**src/tgm_consts.vh**
```
// constants for the timing generator and operating-mode controller
// assumes: included by bare name from design files; definitions only
`ifndef TGM_CONSTS_VH
`define TGM_CONSTS_VH
`define TGM_PRE_W       2
`define TGM_DIV_W       21
`define TGM_DIV_STAGE7  6
`define TGM_DIV_STAGE6  5
`define TGM_DVO_BIT     12
`define TGM_TICK_FAST   14
`define TGM_TICK_SLOW   20
`define TGM_STATE_N     2'h3
`define TGM_MCYC_MAX    4'h9
`define TGM_WARM_CYCLES 16'h0400
`define TGM_A_CTRL      12'h000
`define TGM_A_STAT      12'h004
`define TGM_A_DIV       12'h008
`define TGM_B_XEN       7
`define TGM_B_SLOW_OSC_ENABLE      6
`define TGM_B_CPU_CLOCK_SELECT     5
`define TGM_B_DOZE      4
`define TGM_B_GATE      3
`define TGM_B_DV7       2
`define TGM_B_TICK_TIMER_ENABLE     1
`define TGM_B_TICK_SOURCE_SELECT     0
`define TGM_B_STOP      15
`define TGM_B_RELM      14
`define TGM_B_RETM      13
`define TGM_CTRL_RST    16'h0080
`endif

```
**src/tgm_top.v**
```verilog
// timing generator, divider chain and operating-mode controller
// assumes: one clock pclk; oscillator enables and ticks arrive synchronous
`timescale 1ns/1ps
`default_nettype none
`include "tgm_consts.vh"
module tgm_top (
	input  wire        pclk,
	input  wire        presetn,
	input  wire        clk_en,
	input  wire        psel,
	input  wire        penable,
	input  wire        pwrite,
	input  wire [11:0] paddr,
	input  wire [31:0] pwdata,
	output reg  [31:0] prdata,
	output wire        pready,
	output wire        pslverr,
	input  wire        fast_tick,
	input  wire        slow_tick,
	input  wire        irq_request,
	input  wire        interrupt_master_enable,
	input  wire        tick_irq_enable,
	input  wire        stop_pin,
	input  wire [3:0]  instr_cycles,
	output wire        cpu_clk_en,
	output wire        wdt_clk_en,
	output wire        periph_clk_en,
	output wire        tick_clk_en,
	output reg  [1:0]  state_q,
	output wire        cycle_end,
	output wire        instr_done,
	output wire        slow_pins_are_ports,
	output wire        divider_output,
	output wire [20:0] div_taps,
	output reg         tick_interrupt,
	output wire        take_irq_first
);
// ====================================================================
// mode encodings
localparam [10:0] M_RFS = 11'h001;
localparam [10:0] M_RFD = 11'h002;
localparam [10:0] M_RSX = 11'h004;
localparam [10:0] M_RSN = 11'h008;
localparam [10:0] M_DFS = 11'h010;
localparam [10:0] M_DFD = 11'h020;
localparam [10:0] M_DZF = 11'h040;
localparam [10:0] M_DSX = 11'h080;
localparam [10:0] M_DSN = 11'h100;
localparam [10:0] M_DZS = 11'h200;
localparam [10:0] M_STP = 11'h400;
reg [10:0] mode_q;
reg [10:0] mode_d;
reg [15:0] ctrl_q;
reg [1:0]  pre_q;
reg [20:0] div_q;
reg [3:0]  mcyc_q;
reg        stop_from_fast_q, warm_q, tick_en_entry_q;
reg [15:0] warm_cnt_q;
reg        stop_pin_q, tick_src_q, slow_q;
wire fast_osc_enable  = ctrl_q[`TGM_B_XEN];
wire slow_osc_enable = ctrl_q[`TGM_B_SLOW_OSC_ENABLE];
wire cpu_clock_select = ctrl_q[`TGM_B_CPU_CLOCK_SELECT];
wire dv7  = ctrl_q[`TGM_B_DV7];
wire tick_timer_enable = ctrl_q[`TGM_B_TICK_TIMER_ENABLE];
wire is_slow = |(mode_q & (M_RSX | M_RSN | M_DSX | M_DSN | M_DZS));
wire is_xoff = |(mode_q & (M_RSX | M_DSX | M_DSN | M_DZS));
wire is_doze = |(mode_q & (M_DFS | M_DFD | M_DSX | M_DSN));
wire is_deep = |(mode_q & (M_DZF | M_DZS));
wire single  = |(mode_q & (M_RFS | M_DFS | M_DZF)) ||
	(mode_q == M_STP && !slow_osc_enable);
// ====================================================================
// apb slave, zero wait states
wire wr = psel & penable & pwrite & clk_en;
assign pready  = 1'b1;
assign pslverr = psel & penable & (paddr != `TGM_A_CTRL) &
	(paddr != `TGM_A_STAT) & (paddr != `TGM_A_DIV);
reg [31:0] rd_mux;
always @* begin
	case (paddr)
	`TGM_A_CTRL: rd_mux = {16'h0000, ctrl_q};
	`TGM_A_STAT: rd_mux = {16'h0000, mode_q[10:0], warm_q, tick_interrupt,
		2'h0, slow_q};
	`TGM_A_DIV:  rd_mux = {11'h000, div_q};
	default:     rd_mux = 32'h0000_0000;
	endcase
end
// captured in the setup cycle so the word stands through the access phase
always @(posedge pclk or negedge presetn) begin
	if (!presetn) begin
		prdata <= 32'h0000_0000;
	end else if (clk_en && psel && !penable) begin
		prdata <= rd_mux;
	end
end
// ====================================================================
// divider chain; slow modes other than M_RSN stop stages one to six
wire [2:0] pre_n = {1'b0, pre_q} + 3'h1;
wire adv_low = fast_tick & ~is_xoff & (mode_q != M_STP) & (pre_q == 2'h3);
reg stage7_in;
always @* begin
	if (is_slow)
		stage7_in = slow_tick;
	else if (warm_q && stop_from_fast_q)
		stage7_in = adv_low && (div_q[`TGM_DIV_STAGE6:0] == 6'h3f);
	else if (dv7)
		stage7_in = slow_tick;
	else
		stage7_in = adv_low && (div_q[`TGM_DIV_STAGE6:0] == 6'h3f);
end
wire stop_edge = (mode_d == M_STP) != (mode_q == M_STP);
always @(posedge pclk or negedge presetn) begin
	if (!presetn) begin
		pre_q <= 2'h0;
		div_q <= 21'h00_0000;
	end else if (clk_en) begin
		if (stop_edge) begin
			pre_q <= 2'h0;
			div_q <= 21'h00_0000;
		end else begin
			if (fast_tick && !is_xoff && mode_q != M_STP)
				pre_q <= pre_n[1:0];
			if (adv_low)
				div_q[5:0] <= div_q[5:0] + 6'h01;
			if (stage7_in)
				div_q[20:6] <= div_q[20:6] + 15'h0001;
		end
	end
end
assign div_taps = div_q;
assign divider_output = div_q[`TGM_DVO_BIT];
// ====================================================================
// main clock, states and machine cycles
// gated by the enable so no cycle end is flagged while state is frozen
wire main_tick = clk_en & (slow_q ? slow_tick : fast_tick);
assign cycle_end = main_tick & (state_q == `TGM_STATE_N);
assign instr_done = cycle_end & (mcyc_q == instr_cycles - 4'h1);
always @(posedge pclk or negedge presetn) begin
	if (!presetn) begin
		state_q <= 2'h0;
		mcyc_q <= 4'h0;
		slow_q <= 1'b0;
	end else if (clk_en) begin
		if (main_tick)
			state_q <= state_q + 2'h1;
		if (cycle_end && is_slow != slow_q)
			slow_q <= is_slow;
		if (cycle_end)
			mcyc_q <= (instr_done || mcyc_q == `TGM_MCYC_MAX) ?
				4'h0 : mcyc_q + 4'h1;
	end
end
// ====================================================================
// mode controller
wire tick_src = ctrl_q[`TGM_B_TICK_SOURCE_SELECT] ? div_q[`TGM_TICK_FAST] :
	div_q[`TGM_TICK_SLOW];
wire tick_fall = tick_src_q & ~tick_src;
wire stop_rel = ctrl_q[`TGM_B_RELM] ? stop_pin : (stop_pin & ~stop_pin_q);
always @* begin
	mode_d = mode_q;
	case (mode_q)
	M_RFS, M_RFD: begin
		if (ctrl_q[`TGM_B_STOP]) mode_d = M_STP;
		else if (ctrl_q[`TGM_B_GATE]) mode_d = M_DZF;
		else if (ctrl_q[`TGM_B_DOZE])
			mode_d = (mode_q == M_RFS) ? M_DFS : M_DFD;
		else if (slow_osc_enable && cpu_clock_select) mode_d = M_RSN;
		else if (slow_osc_enable && mode_q == M_RFS) mode_d = M_RFD;
		else if (!slow_osc_enable) mode_d = M_RFS;
	end
	M_RSN: begin
		if (ctrl_q[`TGM_B_STOP]) mode_d = M_STP;
		else if (ctrl_q[`TGM_B_GATE]) mode_d = M_DZS;
		else if (ctrl_q[`TGM_B_DOZE]) mode_d = M_DSN;
		else if (!fast_osc_enable) mode_d = M_RSX;
		else if (!cpu_clock_select) mode_d = M_RFD;
	end
	M_RSX: begin
		if (ctrl_q[`TGM_B_STOP]) mode_d = M_STP;
		else if (ctrl_q[`TGM_B_GATE]) mode_d = M_DZS;
		else if (ctrl_q[`TGM_B_DOZE]) mode_d = M_DSX;
		else if (fast_osc_enable) mode_d = M_RSN;
	end
	M_DFS: if (irq_request) mode_d = M_RFS;
	M_DFD: if (irq_request) mode_d = M_RFD;
	M_DSX: if (irq_request) mode_d = M_RSX;
	M_DSN: if (irq_request) mode_d = M_RSN;
	M_DZF: if (tick_fall) mode_d = M_RFS;
	M_DZS: if (tick_fall) mode_d = M_RSX;
	M_STP: if (stop_rel)
		mode_d = ctrl_q[`TGM_B_RETM] ? M_RSX : (slow_osc_enable ? M_RFD : M_RFS);
	default: mode_d = M_RFS;
	endcase
end
always @(posedge pclk or negedge presetn) begin
	if (!presetn) begin
		mode_q <= M_RFS;
		ctrl_q <= `TGM_CTRL_RST;
		stop_from_fast_q <= 1'b0;
		warm_q <= 1'b0;
		warm_cnt_q <= 16'h0000;
		tick_en_entry_q <= 1'b0;
		tick_interrupt <= 1'b0;
		stop_pin_q <= 1'b0;
		tick_src_q <= 1'b0;
	end else if (clk_en) begin
		mode_q <= mode_d;
		stop_pin_q <= stop_pin;
		tick_src_q <= tick_src;
		if (wr && paddr == `TGM_A_CTRL)
			ctrl_q <= pwdata[15:0];
		else if (mode_d != mode_q) begin
			// self-clearing start bits once the mode is taken
			ctrl_q[`TGM_B_DOZE] <= 1'b0;
			ctrl_q[`TGM_B_GATE] <= 1'b0;
			ctrl_q[`TGM_B_STOP] <= 1'b0;
		end
		if (mode_d == M_STP && mode_q != M_STP)
			stop_from_fast_q <= ~is_slow;
		if (mode_q == M_STP && mode_d != M_STP) begin
			warm_q <= 1'b1;
			warm_cnt_q <= `TGM_WARM_CYCLES;
		end else if (warm_q) begin
			warm_cnt_q <= warm_cnt_q - 16'h0001;
			if (warm_cnt_q == 16'h0001)
				warm_q <= 1'b0;
		end
		if ((mode_d == M_DZF || mode_d == M_DZS) && !is_deep)
			tick_en_entry_q <= tick_timer_enable;
		// set wins over a clear write in the same cycle
		if (is_deep && tick_fall && tick_en_entry_q)
			tick_interrupt <= 1'b1;
		else if (wr && paddr == `TGM_A_STAT && pwdata[1])
			tick_interrupt <= 1'b0;
	end
end
// ====================================================================
// clock gates
wire hold = warm_q | (mode_q == M_STP);
assign cpu_clk_en = ~is_doze & ~is_deep & ~hold;
assign wdt_clk_en = ~is_doze & ~is_deep & ~hold;
assign periph_clk_en = ~is_deep & ~hold;
assign tick_clk_en = (mode_q != M_STP);
assign slow_pins_are_ports = single;
assign take_irq_first = interrupt_master_enable & irq_request &
	(tick_interrupt ? tick_irq_enable & tick_timer_enable : 1'b1);
endmodule // tgm_top
`default_nettype wire

```
**config.mk**
```make
export PLATFORM = sky130hd
export DESIGN_NAME = tgm_top
export DESIGN_NICKNAME = d
export VERILOG_FILES = /design/src/tgm_top.v
export VERILOG_INCLUDE_DIRS = /design/src
export SDC_FILE = /design/constraint.sdc
export NUM_CORES = 1
export LEC_CHECK = 0
export BUFFER_PORTS_ARGS = -buffer_cell sky130_fd_sc_hd__buf_2
export CAP_MARGIN = 25
export CORE_MARGIN = 2
export CORE_UTILIZATION = 55
export CTS_CLUSTER_DIAMETER = 120
export DETAILED_ROUTE_END_ITERATION = 6
export PLACE_DENSITY = 0.91
export SETUP_SLACK_MARGIN = 0.02
export SKIP_CTS_REPAIR_TIMING = 1
export SLEW_MARGIN = 30
export SYNTH_ARGS = -nofsm -noshare
export SYNTH_HDL_FRONTEND = slang
export SYNTH_SLANG_ARGS = --single-unit
```
**constraint.sdc**
```tcl
create_clock -name pclk -period 4.06 [get_ports pclk]
set_input_delay 0.406 -clock pclk [delete_from_list [all_inputs] [get_ports pclk]]
set_output_delay 0.406 -clock pclk [all_outputs]
set_load 0.005 [all_outputs]
```
==> key figures, run 1 <==
Clock tree
  – H-tree levels: 3
  – CTS root buffer: clkbuf_8
  – CTS Buf Count: 9
  – Worst-skew pair later-pin latency: 390 ps
  – CTS tree: built
  – Worst-path clk slew: 110 ps
  – Clock sink count: 100
  – Clock tree buffer depth: 2

Die
  – Rows: 38
  – Core area: 10750 sq um
  – # IOs: 127
  – Die Wd: 108.7 um
  – Die Y: 108.7 um
  – Area of the die: 11820 sq um
  – Initial Util: 0.5612

Worst setup path
  – Critical Path AT: 3850 ps
  – Critical Path End Type: flop
  – Critical path launch point type: flop
  – CP Max Fanout: 15
  – CP top delay family: simple AND/OR/NAND/NOR gates
  – CP max stage delay: 830 ps
  – CP max stage cell: or4b_2
  – Critical Path RT: 4370 ps
  – Crit path cell chain: or4b_2 -> o211a_1 -> nor3_1 -> a21oi_1 -> ha_1 -> o311a_4 -> nor2_8 -> nand4_4 -> or4_1 -> a21oi_1
  – Crit path top cell by count: a21oi_1
  – WP buf/inv: 0
  – Kind of critical path: reg2reg

Timing
  – RSZ-0062 raised after global routing: false
  – Worst hold margin: -9.419 ps
  – Final setup TNS: 0 ps
  – Setup violators final: 0
  – Final count of pins violating max slew: 0
  – Rel. slew slack: 0.4443
  – Fin crit share: 0.8697
  – Worst-case clock skew: 14.35 ps
  – Final worst slack: 528.9 ps
  – Fin. Hold Viols: 4
  – Least-Margin Pin Slew: 826.6 ps
  – Highest clock rate: 283.2 MHz
  – Crit path time final: 3531 ps

Final layout
  – Ant. Diodes: 0
  – Fraction of final layout cells sized beyond drive strength 1: 0.2129
  – Nets: 827
  – P&R area growth vs syn: 12.22%
  – Filler cells: 899

GRT
  – GRT busiest layer: met2
  – GRT met1 Usage: 0.3795
  – Initial antenna violation count: 0
  – Largest net degree at the start of global routing: 71
  – M2 GR Usage: 0.4647
  – Vias in the first global route: 5085
  – Global routing usage on met3: 0.06216
  – First-pass GRT wire length: 26260 um
  – Gr ovfl total: 0
  – Gr usage total: 0.2872

Synthesis
  – Synth Flop Type: dfrtp_1
  – Top-area cell type share of the netlist area: 0.4066
  – EDFF count, synth: 0
  – Syn Area/Cell: 8.908 sq um
  – Sequential fraction of the synthesis area: 0.4154
  – Ys async rst share: 1.000
  – Cell taking the most area after synthesis: dfrtp_1
  – Distinct cell type count after synthesis: 72
  – Cell area after synthesis: 6031 sq um
  – Synth Instances: 677
  – Area contributors post-synth: dfrtp_1 41%, nor2_1 4.5%, nand2_1 4.4%
  – Seq cells post-synth: 100
  – Warnings from Yosys: 0

Detailed routing
  – ANT nets after route: 0
  – TritonRoute pass-1 iters: 7
  – Post-Route WL: 16590 um
  – DRT iter0 DRCs: 741
  – Drc violations: 3
  – Vias per cell: 6.133
  – Vias post-DR: 5526
  – Wire per inst: 18.41 um

Outcome
  – Status: complete, but fails checks
  – Failing checks: DRC, hold timing

Placed design
  – Routability cong.: 0.9771
  – Setup slack after placement: 636.4 ps
  – Port bufs: 98
  – HPWL Detailed: 12080 um

Power and ir drop
  – Peak supply drop: 0.3236 mV
  – Total power per unit cell area: 373.3 nW/um^2
  – Leakage: 0.003257 uW

Worst hold path
  – Hold Path Class: in2async

Job
  – Number of max-cap violations: 0
==> report_power, final <==
group	switching (uW)	internal, uW
Combinational	347	289
Sequential	175	1100
Clock	380	233
==> worst reg2reg max path, delay by kind of cell, from the launching register on <==
family | cells | cell delay, ps
adders and majority gates | 1 | 330
DFF | 1 | 570
AOI/OAI and AO/OA | 4 | 640
and+or+nand+nor | 5 | 1930
==> area by class of cell <==
type	count	area, sq um	share of cell area
Sequential cell	100	2505	0.3701
Inverter	19	71.32	0.01054
Clock inverter	7	56.30	0.008319
Clock buffer	9	123.9	0.01830
Multi-Input combinational cell	514	3234	0.4779
Timing Repair Buffer	112	601.8	0.08893
Tap cell	140	175.2	0.02588
==> state kept, by name, summed over array words and instances, names as in the netlist, 2 cells and up <==
register    count
ctrl_q         16
div_taps       21
mcyc_q          4
mode_q         11
prdata         21
pre_q           2
state_q         2
warm_cnt_q     16
==> final timing paths <==
kind | start | to | slack, ps | cells after the start
setup / recovery | mode_q[2] | div_taps[19] | 530 | 10
hold / removal | presetn | ctrl_q[3] | -9 | 1
setup reg to reg | mode_q[2] | div_taps[19] | 530 | 10
hold reg to reg | prdata[1] | prdata[1] | 490 | 2
max in group asynchronous | presetn | mode_q[0] | 3210 | 2
min in group pclk | pwdata[15] | ctrl_q[15] | 220 | 3
==> kinds of logic (layout without fill, tap and decap cells) <==
group / Yosys count / in the layout / synth area share
flops: 100 / 100 / 0.4154
buf+inv: 73 / 147 / 0.05747
simple gates: 284 / 284 / 0.2423
other cells: 2 / 12 / 0.001245
compound gates: 140 / 140 / 0.1502
mux: 35 / 35 / 0.06182
xor+xnor: 32 / 32 / 0.04875
fa+ha+maj: 11 / 11 / 0.02282
==> synth_stat cells (3+ instances only) <==
library cell and instances:
xor2_1 13, inv_1 19, nor2b_1 6, nand2b_1 13
a21o_1 3, or3_1 9, a221oi_1 3, buf_4 14
dfrtp_1 98, xnor2_1 18, nor2_1 73, mux2_2 18
nor4b_1 3, clkbuf_1 28, nand4_1 10, a22o_1 9
nor3_1 26, a31oi_1 4, buf_1 6, o2bb2ai_1 5
nand2_1 71, a21oi_1 36, and3_1 10, a32oi_1 3
or4_1 4, nand3_1 21, buf_2 4, nand3b_1 3
ha_1 11, o31ai_1 6, nor4_1 16, o21ai_0 45
mux2i_1 17
==> metal layers <==
layer  routed length [um]  part of all wire  vias to the layer above
li1                     -                 -                     2547
met1                 6794              0.41                     2630
met2                 7829              0.47                      287
met3                 1414             0.085                       62
met4                  553             0.033                        0
met5                    0                 0                        -
==> placed cells by master, fill, tap and decap left out, types with 6 or more instances in the layout <==
cell type / netlist / layout
or3_1: 9 / 9
ha_1: 11 / 11
dfrtp_1: 98 / 98
clkbuf_8: 0 / 9
o31ai_1: 6 / 6
nor2_1: 73 / 73
and3_1: 10 / 10
nand2_1: 71 / 71
xnor2_1: 18 / 18
xor2_1: 13 / 13
nor4_1: 16 / 15
mux2i_1: 17 / 17
nand2b_1: 13 / 13
o21ai_0: 45 / 45
nand3_1: 21 / 21
nand4_1: 10 / 10
conb_1: 2 / 12
a22o_1: 9 / 9
buf_2: 4 / 97
buf_4: 14 / 14
mux2_2: 18 / 18
nor3_1: 26 / 26
inv_1: 19 / 19
a21oi_1: 36 / 36
==> stage by stage <==
step	power [uW]	instance area, sq um	instances	utilization	hold slack [ps]
6_report	2526	6768	901	0.6298	-9.419
3_3_place_gp	1881	6575	885	0.6119	458.1
4_1_cts	2523	6761	901	0.6293	163.8
3_5_place_dp	1919	6581	885	0.6125	471.1
2_1_floorplan	1682	6068	687	-	110.4
5_1_grt	2678	6768	901	0.6298	51.64
Note: power is estimated with default switching activity, not from simulation.
==> run 2: changes to the inputs <==
Settings changed: ABC_AREA set to 1, HOLD_SLACK_MARGIN set to 0.06.
==> run 2 against run 1 <==
Against the previous run: the run now ends clean; total power hardly changed; cell count increased by 17%; fmax rose by 1.4%; core utilization increased by 0.39 points; die area up 2.1%; clock skew is 2.3 ps lower; global-route usage grew 0.75 points; area after synthesis grew 2.1%; highest routed layer unchanged; via count rose by 10%; critical path depth up 7; non-clock buffer count fell by 8; sequential share of layout area down 0.71 points.
==> key figures, run 2 <==
Timing
  – Final worst slack: 578.0 ps
  – Setup violators final: 0
  – Final count of pins violating max slew: 0
  – Highest clock rate: 287.2 MHz
  – Final setup TNS: 0 ps
  – Rel. slew slack: 0.4530
  – Worst-case clock skew: 12.01 ps
  – Crit path time final: 3482 ps
  – Worst hold margin: 33.14 ps
  – Fin. Hold Viols: 0
  – RSZ-0062 raised after global routing: false
  – Fin crit share: 0.8576
  – Least-Margin Pin Slew: 819.6 ps

Final layout
  – Filler cells: 964
  – FF+latch area: 2505 sq um
  – Layout Cells excl Fill: 1057
  – Fraction of final layout cells sized beyond drive strength 1: 0.1636
  – Ant. Diodes: 0
  – Commonest non-fill, non-tap cell in the layout: nand2_1
  – Final Util: 0.6338
  – P&R area growth vs syn: 12.03%
  – Commonest cells after routing, fill and taps aside: 192 x nand2_1, 98 x dfrtp_1, 97 x inv_1, 97 x buf_2, 73 x nor2_1
  – Nets: 983
  – Multi-input gate area: 3077 sq um

Worst setup path
  – R2r startpoint: mode_q[9]
  – Critical Path End Type: flop
  – Critical Path AT: 3800 ps
  – Critical Path RT: 4380 ps
  – Cell count of the worst reg-to-reg path: 17
  – Critical path origin: mode_q[9]
  – Critical path launch point type: flop
  – CP Max Fanout: 18
  – Kind of critical path: reg2reg

Detailed routing
  – Drc violations: 0
  – ANT nets after route: 0
  – Wire per inst: 16.22 um
  – Vias post-DR: 6104
  – Post-Route WL: 17150 um
  – Vias per cell: 5.775
  – TritonRoute pass-1 iters: 7
  – DRT iter0 DRCs: 591

Placed design
  – Routability cong.: 1.036
  – Setup slack after placement: 651.2 ps
  – HPWL Detailed: 12820 um
  – # placed instances: 1041
  – Port bufs: 98

Worst hold path
  – Hold Path Class: in2async

Power and ir drop
  – Total power per unit cell area: 366.4 nW/um^2
  – Leakage: 0.003586 uW
  – Peak supply drop: 0.3040 mV

Synthesis
  – Synth Instances: 822
  – Distinct cell type count after synthesis: 48
  – Area contributors post-synth: dfrtp_1 40%, nand2_1 12%, inv_1 5.9%
  – Sequential fraction of the synthesis area: 0.4067
  – Seq cells post-synth: 100
  – EDFF count, synth: 0
  – Ys async rst share: 1.000
  – Syn Area/Cell: 7.494 sq um
  – Warnings from Yosys: 0
  – Cell taking the most area after synthesis: dfrtp_1
  – Top-area cell type share of the netlist area: 0.3981
  – Cell area after synthesis: 6160 sq um
  – Top-count cell post-synth: nand2_1
  – Post-synth top cells: 192 x nand2_1, 98 x dfrtp_1, 97 x inv_1
  – Synth Flop Type: dfrtp_1

Clock tree
  – CTS Buf Count: 9
  – Worst-path clk slew: 100 ps
  – CTS root buffer: clkbuf_8
  – H-tree levels: 3
  – CTS tree: built
  – Worst-skew pair later-pin latency: 390 ps
  – Clock tree buffer depth: 2
  – Clock sink count: 100

Job
  – Number of max-cap violations: 0

Die
  – # IOs: 127
  – Initial Util: 0.5657
  – Core area: 10890 sq um
  – Area of the die: 12060 sq um
  – Die Wd: 109.8 um
  – Die Y: 109.8 um
  – Rows: 38

GRT
  – Gr ovfl total: 0
  – First-pass GRT wire length: 27050 um
  – Largest net degree at the start of global routing: 77
  – Vias in the first global route: 5387
  – Gr usage total: 0.2947
  – Initial antenna violation count: 0

Outcome
  – Status: complete, no violations
==> run 2: changes by cell type in the layout (fill, tap and decap cells not counted), moves of 9 or more <==
cell and delta:
inv_1 +78, nor4_1 -9, mux2_2 -17, and3_1 -10
nand2b_1 -13, xnor2_1 -14, a21oi_1 -10, nand4_1 +13
nand2_1 +121, nand3_1 +43, mux2i_1 -17, or3_1 -9
o221ai_1 +11
==> run 2: worst max-delay path: stages (launching register included) <==
cell and delay, ps:
dfrtp_1 540, nor2_8 180, nand2_4 90, nor2_4 310
nand2_1 170, nand2_1 130, nand2_1 90, nand2_1 140
inv_1 60, ha_1 600, clkinv_1 180, a21oi_1 180
o31ai_2 100, nand2_2 230, inv_4 150, nand3_1 90
nand2_1 50, a21oi_1 120
==> run 2: final cells by class <==
| class | instances | share of cell area |
|---|---|---|
| Multi-Input combinational cell | 594 | 0.4459 |
| Clock inverter | 5 | 0.01034 |
| Tap cell | 140 | 0.02539 |
| Clock buffer | 11 | 0.02049 |
| Inverter | 103 | 0.05639 |
| Sequential cell | 100 | 0.3630 |
| Timing Repair Buffer | 104 | 0.07851 |
==> run 2: final timing paths <==
path,to,slack [ps]
hold reg to reg,stop_pin_q,480
setup reg to reg,div_taps[8],580
setup / recovery,div_taps[8],580
min in group pclk,ctrl_q[8],210
max in group asynchronous,mcyc_q[3],3240
hold / removal,warm_q,30
==> run 2: power by group <==
group          internal, uW  switching, uW
clock                   311            379
combinational           224            390
sequential             1110            116
==> run 2: layer usage <==
layer  up-vias  part of all wire  GRT usage  wire [um]
li1       2910                 -          -          -
met4         0             0.032     0.1166        557
met5         -                 0          0          0
met2       311              0.45     0.4492       7777
met3        40             0.077    0.06224       1321
met1      2843              0.44     0.4102       7490
==> run 2: through the flow <==
stage	total power, uW	area (sq um)
after CTS	2533	6897
after global placement	1814	6684
after floorplan	1613	6197
final	2528	6900
after detailed placement	1844	6684
after global routing	2682	6900
==> run 2: cell families (layout without fill, tap and decap cells) <==
group,count (synthesis),count (layout),synth area share
and+or+nand+nor,410,410,0.3016
buffers and inverters,138,223,0.09994
AOI/OAI and AO/OA,145,145,0.1450
DFF,100,100,0.4067
xor gates and xnor gates,15,15,0.02133
other,2,12,0.001219
adders and majority gates,11,11,0.02234
muxes,1,1,0.001828
==> run 3: changes to the inputs <==
Settings changed: CORE_UTILIZATION 55 to 51, PLACE_DENSITY 0.91 to 0.86.
==> run 3 against run 2 <==
Against the previous run: via count about the same; sequential power about the same; non-clock buffer count increased by 1; global-route usage decreased by 2.9 points; cell count increased by 0.76%; critical endpoint is now div_taps[9]; largest power group unchanged; highest routed layer unchanged.
==> key figures, run 3 (synthesized netlist as in run 2, its figures left out) <==
Timing
  – Worst-case clock skew: 7.800 ps
  – Fin crit share: 0.8580
  – Setup violators final: 0
  – Final setup TNS: 0 ps
  – Rel. slew slack: 0.4486
  – RSZ-0062 raised after global routing: false
  – Least-Margin Pin Slew: 826.2 ps
  – Fin. Hold Viols: 0
  – Crit path time final: 3484 ps
  – Final count of pins violating max slew: 0
  – Highest clock rate: 287.1 MHz

Die
  – Die Y: 113.9 um
  – # IOs: 127
  – Die Wd: 113.9 um
  – Initial Util: 0.5171
  – Rows: 40
  – Area of the die: 12970 sq um
  – Core area: 11910 sq um

Detailed routing
  – Drc violations: 0
  – ANT nets after route: 0
  – DRT iter0 DRCs: 882
  – Wire per inst: 15.86 um
  – Post-Route WL: 16890 um
  – Vias per cell: 5.732
  – Vias post-DR: 6105
  – TritonRoute pass-1 iters: 7

Clock tree
  – Worst-skew pair later-pin latency: 350 ps
  – CTS root buffer: clkbuf_16
  – H-tree levels: 3
  – Clock sink count: 100
  – CTS Buf Count: 9
  – Worst-path clk slew: 70 ps
  – CTS tree: built
  – Clock tree buffer depth: 2

Placed design
  – HPWL Detailed: 12610 um
  – # placed instances: 1049
  – Routability cong.: 1.011
  – Port bufs: 98

Final layout
  – Nets: 984
  – Layout Cells excl Fill: 1065
  – Filler cells: 1079
  – Commonest non-fill, non-tap cell in the layout: nand2_1
  – Final Util: 0.5899
  – Ant. Diodes: 0
  – Fraction of final layout cells sized beyond drive strength 1: 0.1645
  – FF+latch area: 2505 sq um
  – Multi-input gate area: 3077 sq um
  – Commonest cells after routing, fill and taps aside: 192 x nand2_1, 98 x dfrtp_1, 97 x inv_1, 97 x buf_2, 73 x nor2_1
  – P&R area growth vs syn: 14.08%

Worst setup path
  – CP Max Fanout: 18
  – Critical Path AT: 3760 ps
  – Critical path launch point type: flop
  – Critical Path RT: 4340 ps
  – Kind of critical path: reg2reg
  – Critical Path End Type: flop

Worst hold path
  – Hold Path Class: in2async

GRT
  – Vias in the first global route: 5598
  – Initial antenna violation count: 0
  – First-pass GRT wire length: 27350 um
  – Gr usage total: 0.2656
  – Largest net degree at the start of global routing: 65
  – Gr ovfl total: 0

Job
  – Number of max-cap violations: 0

Power and ir drop
  – Peak supply drop: 0.2458 mV
  – Total power per unit cell area: 393.6 nW/um^2
  – Leakage: 0.003644 uW

Outcome
  – Status: complete, no violations
-- run 3: cell count changes in the layout (fill, tap and decap cells not counted), sizes merged --
cell	previous run	this run
bufinv	1	2
buf	104	105
clkinv	4	3
-- run 3: final cells by class --
type / count / area share
Multi-Input combinational cell: 594 / 0.4379
Sequential cell: 100 / 0.3565
Timing Repair Buffer: 105 / 0.07764
Inverter: 103 / 0.05538
Clock buffer: 11 / 0.03454
Tap cell: 147 / 0.02618
Clock inverter: 5 / 0.01193
-- run 3: final timing paths --
check / from / endpoint / slack (ps) / depth (start not counted)
max: mode_q[9] / div_taps[9] / 580 / 17
min: presetn / prdata[18] / 140 / 1
max reg2reg: mode_q[9] / div_taps[9] / 580 / 17
min reg2reg: prdata[7] / prdata[7] / 480 / 2
max in group asynchronous: presetn / div_taps[13] / 2960 / 2
min in group pclk: pwdata[9] / ctrl_q[9] / 240 / 3
-- run 3: per-stage QoR --
stage / instance area (sq um) / total power, uW / setup WS [ps] / hold slack, ps
2_1_floorplan: 6197 / 1613 / 1408 / 110.4
3_3_place_gp: 6700 / 1811 / 725.4 / 455.1
3_5_place_dp: 6700 / 1837 / 666.7 / 465.9
4_1_cts: 7027 / 2764 / 634.0 / 171.2
5_1_grt: 7027 / 2914 / 243.9 / 218.6
6_report: 7027 / 2766 / 576.4 / 137.3
-- run 3: critical path, cell delays in order (launching register included) --
cell,delay (ps)
dfrtp_1,520
nor2_8,180
nand2_4,90
nor2_4,310
nand2_1,140
nand2_1,120
nand2_1,70
nand2_1,140
inv_1,60
ha_1,640
clkinv_1,190
a21oi_1,180
o31ai_2,100
nand2_2,230
inv_4,150
nand3_1,90
nand2_1,50
a21oi_1,120
-- run 3: metal layers --
| layer | up-vias | share of wire | global-route usage |
|---|---|---|---|
| li1 | 2909 | - | - |
| met1 | 2829 | 0.43 | 0.3718 |
| met2 | 313 | 0.46 | 0.4176 |
| met3 | 54 | 0.081 | 0.03826 |
| met4 | 0 | 0.031 | 0.1081 |
| met5 | - | 0 | 0 |
-- run 3: power by group --
| group | internal (uW) | total (uW) | switching [uW] |
|---|---|---|---|
| sequential | 1110 | 1230 | 116 |
| combinational | 223 | 606 | 383 |
| clock | 560 | 933 | 373 |
| total | 1890 | 2770 | 872 |
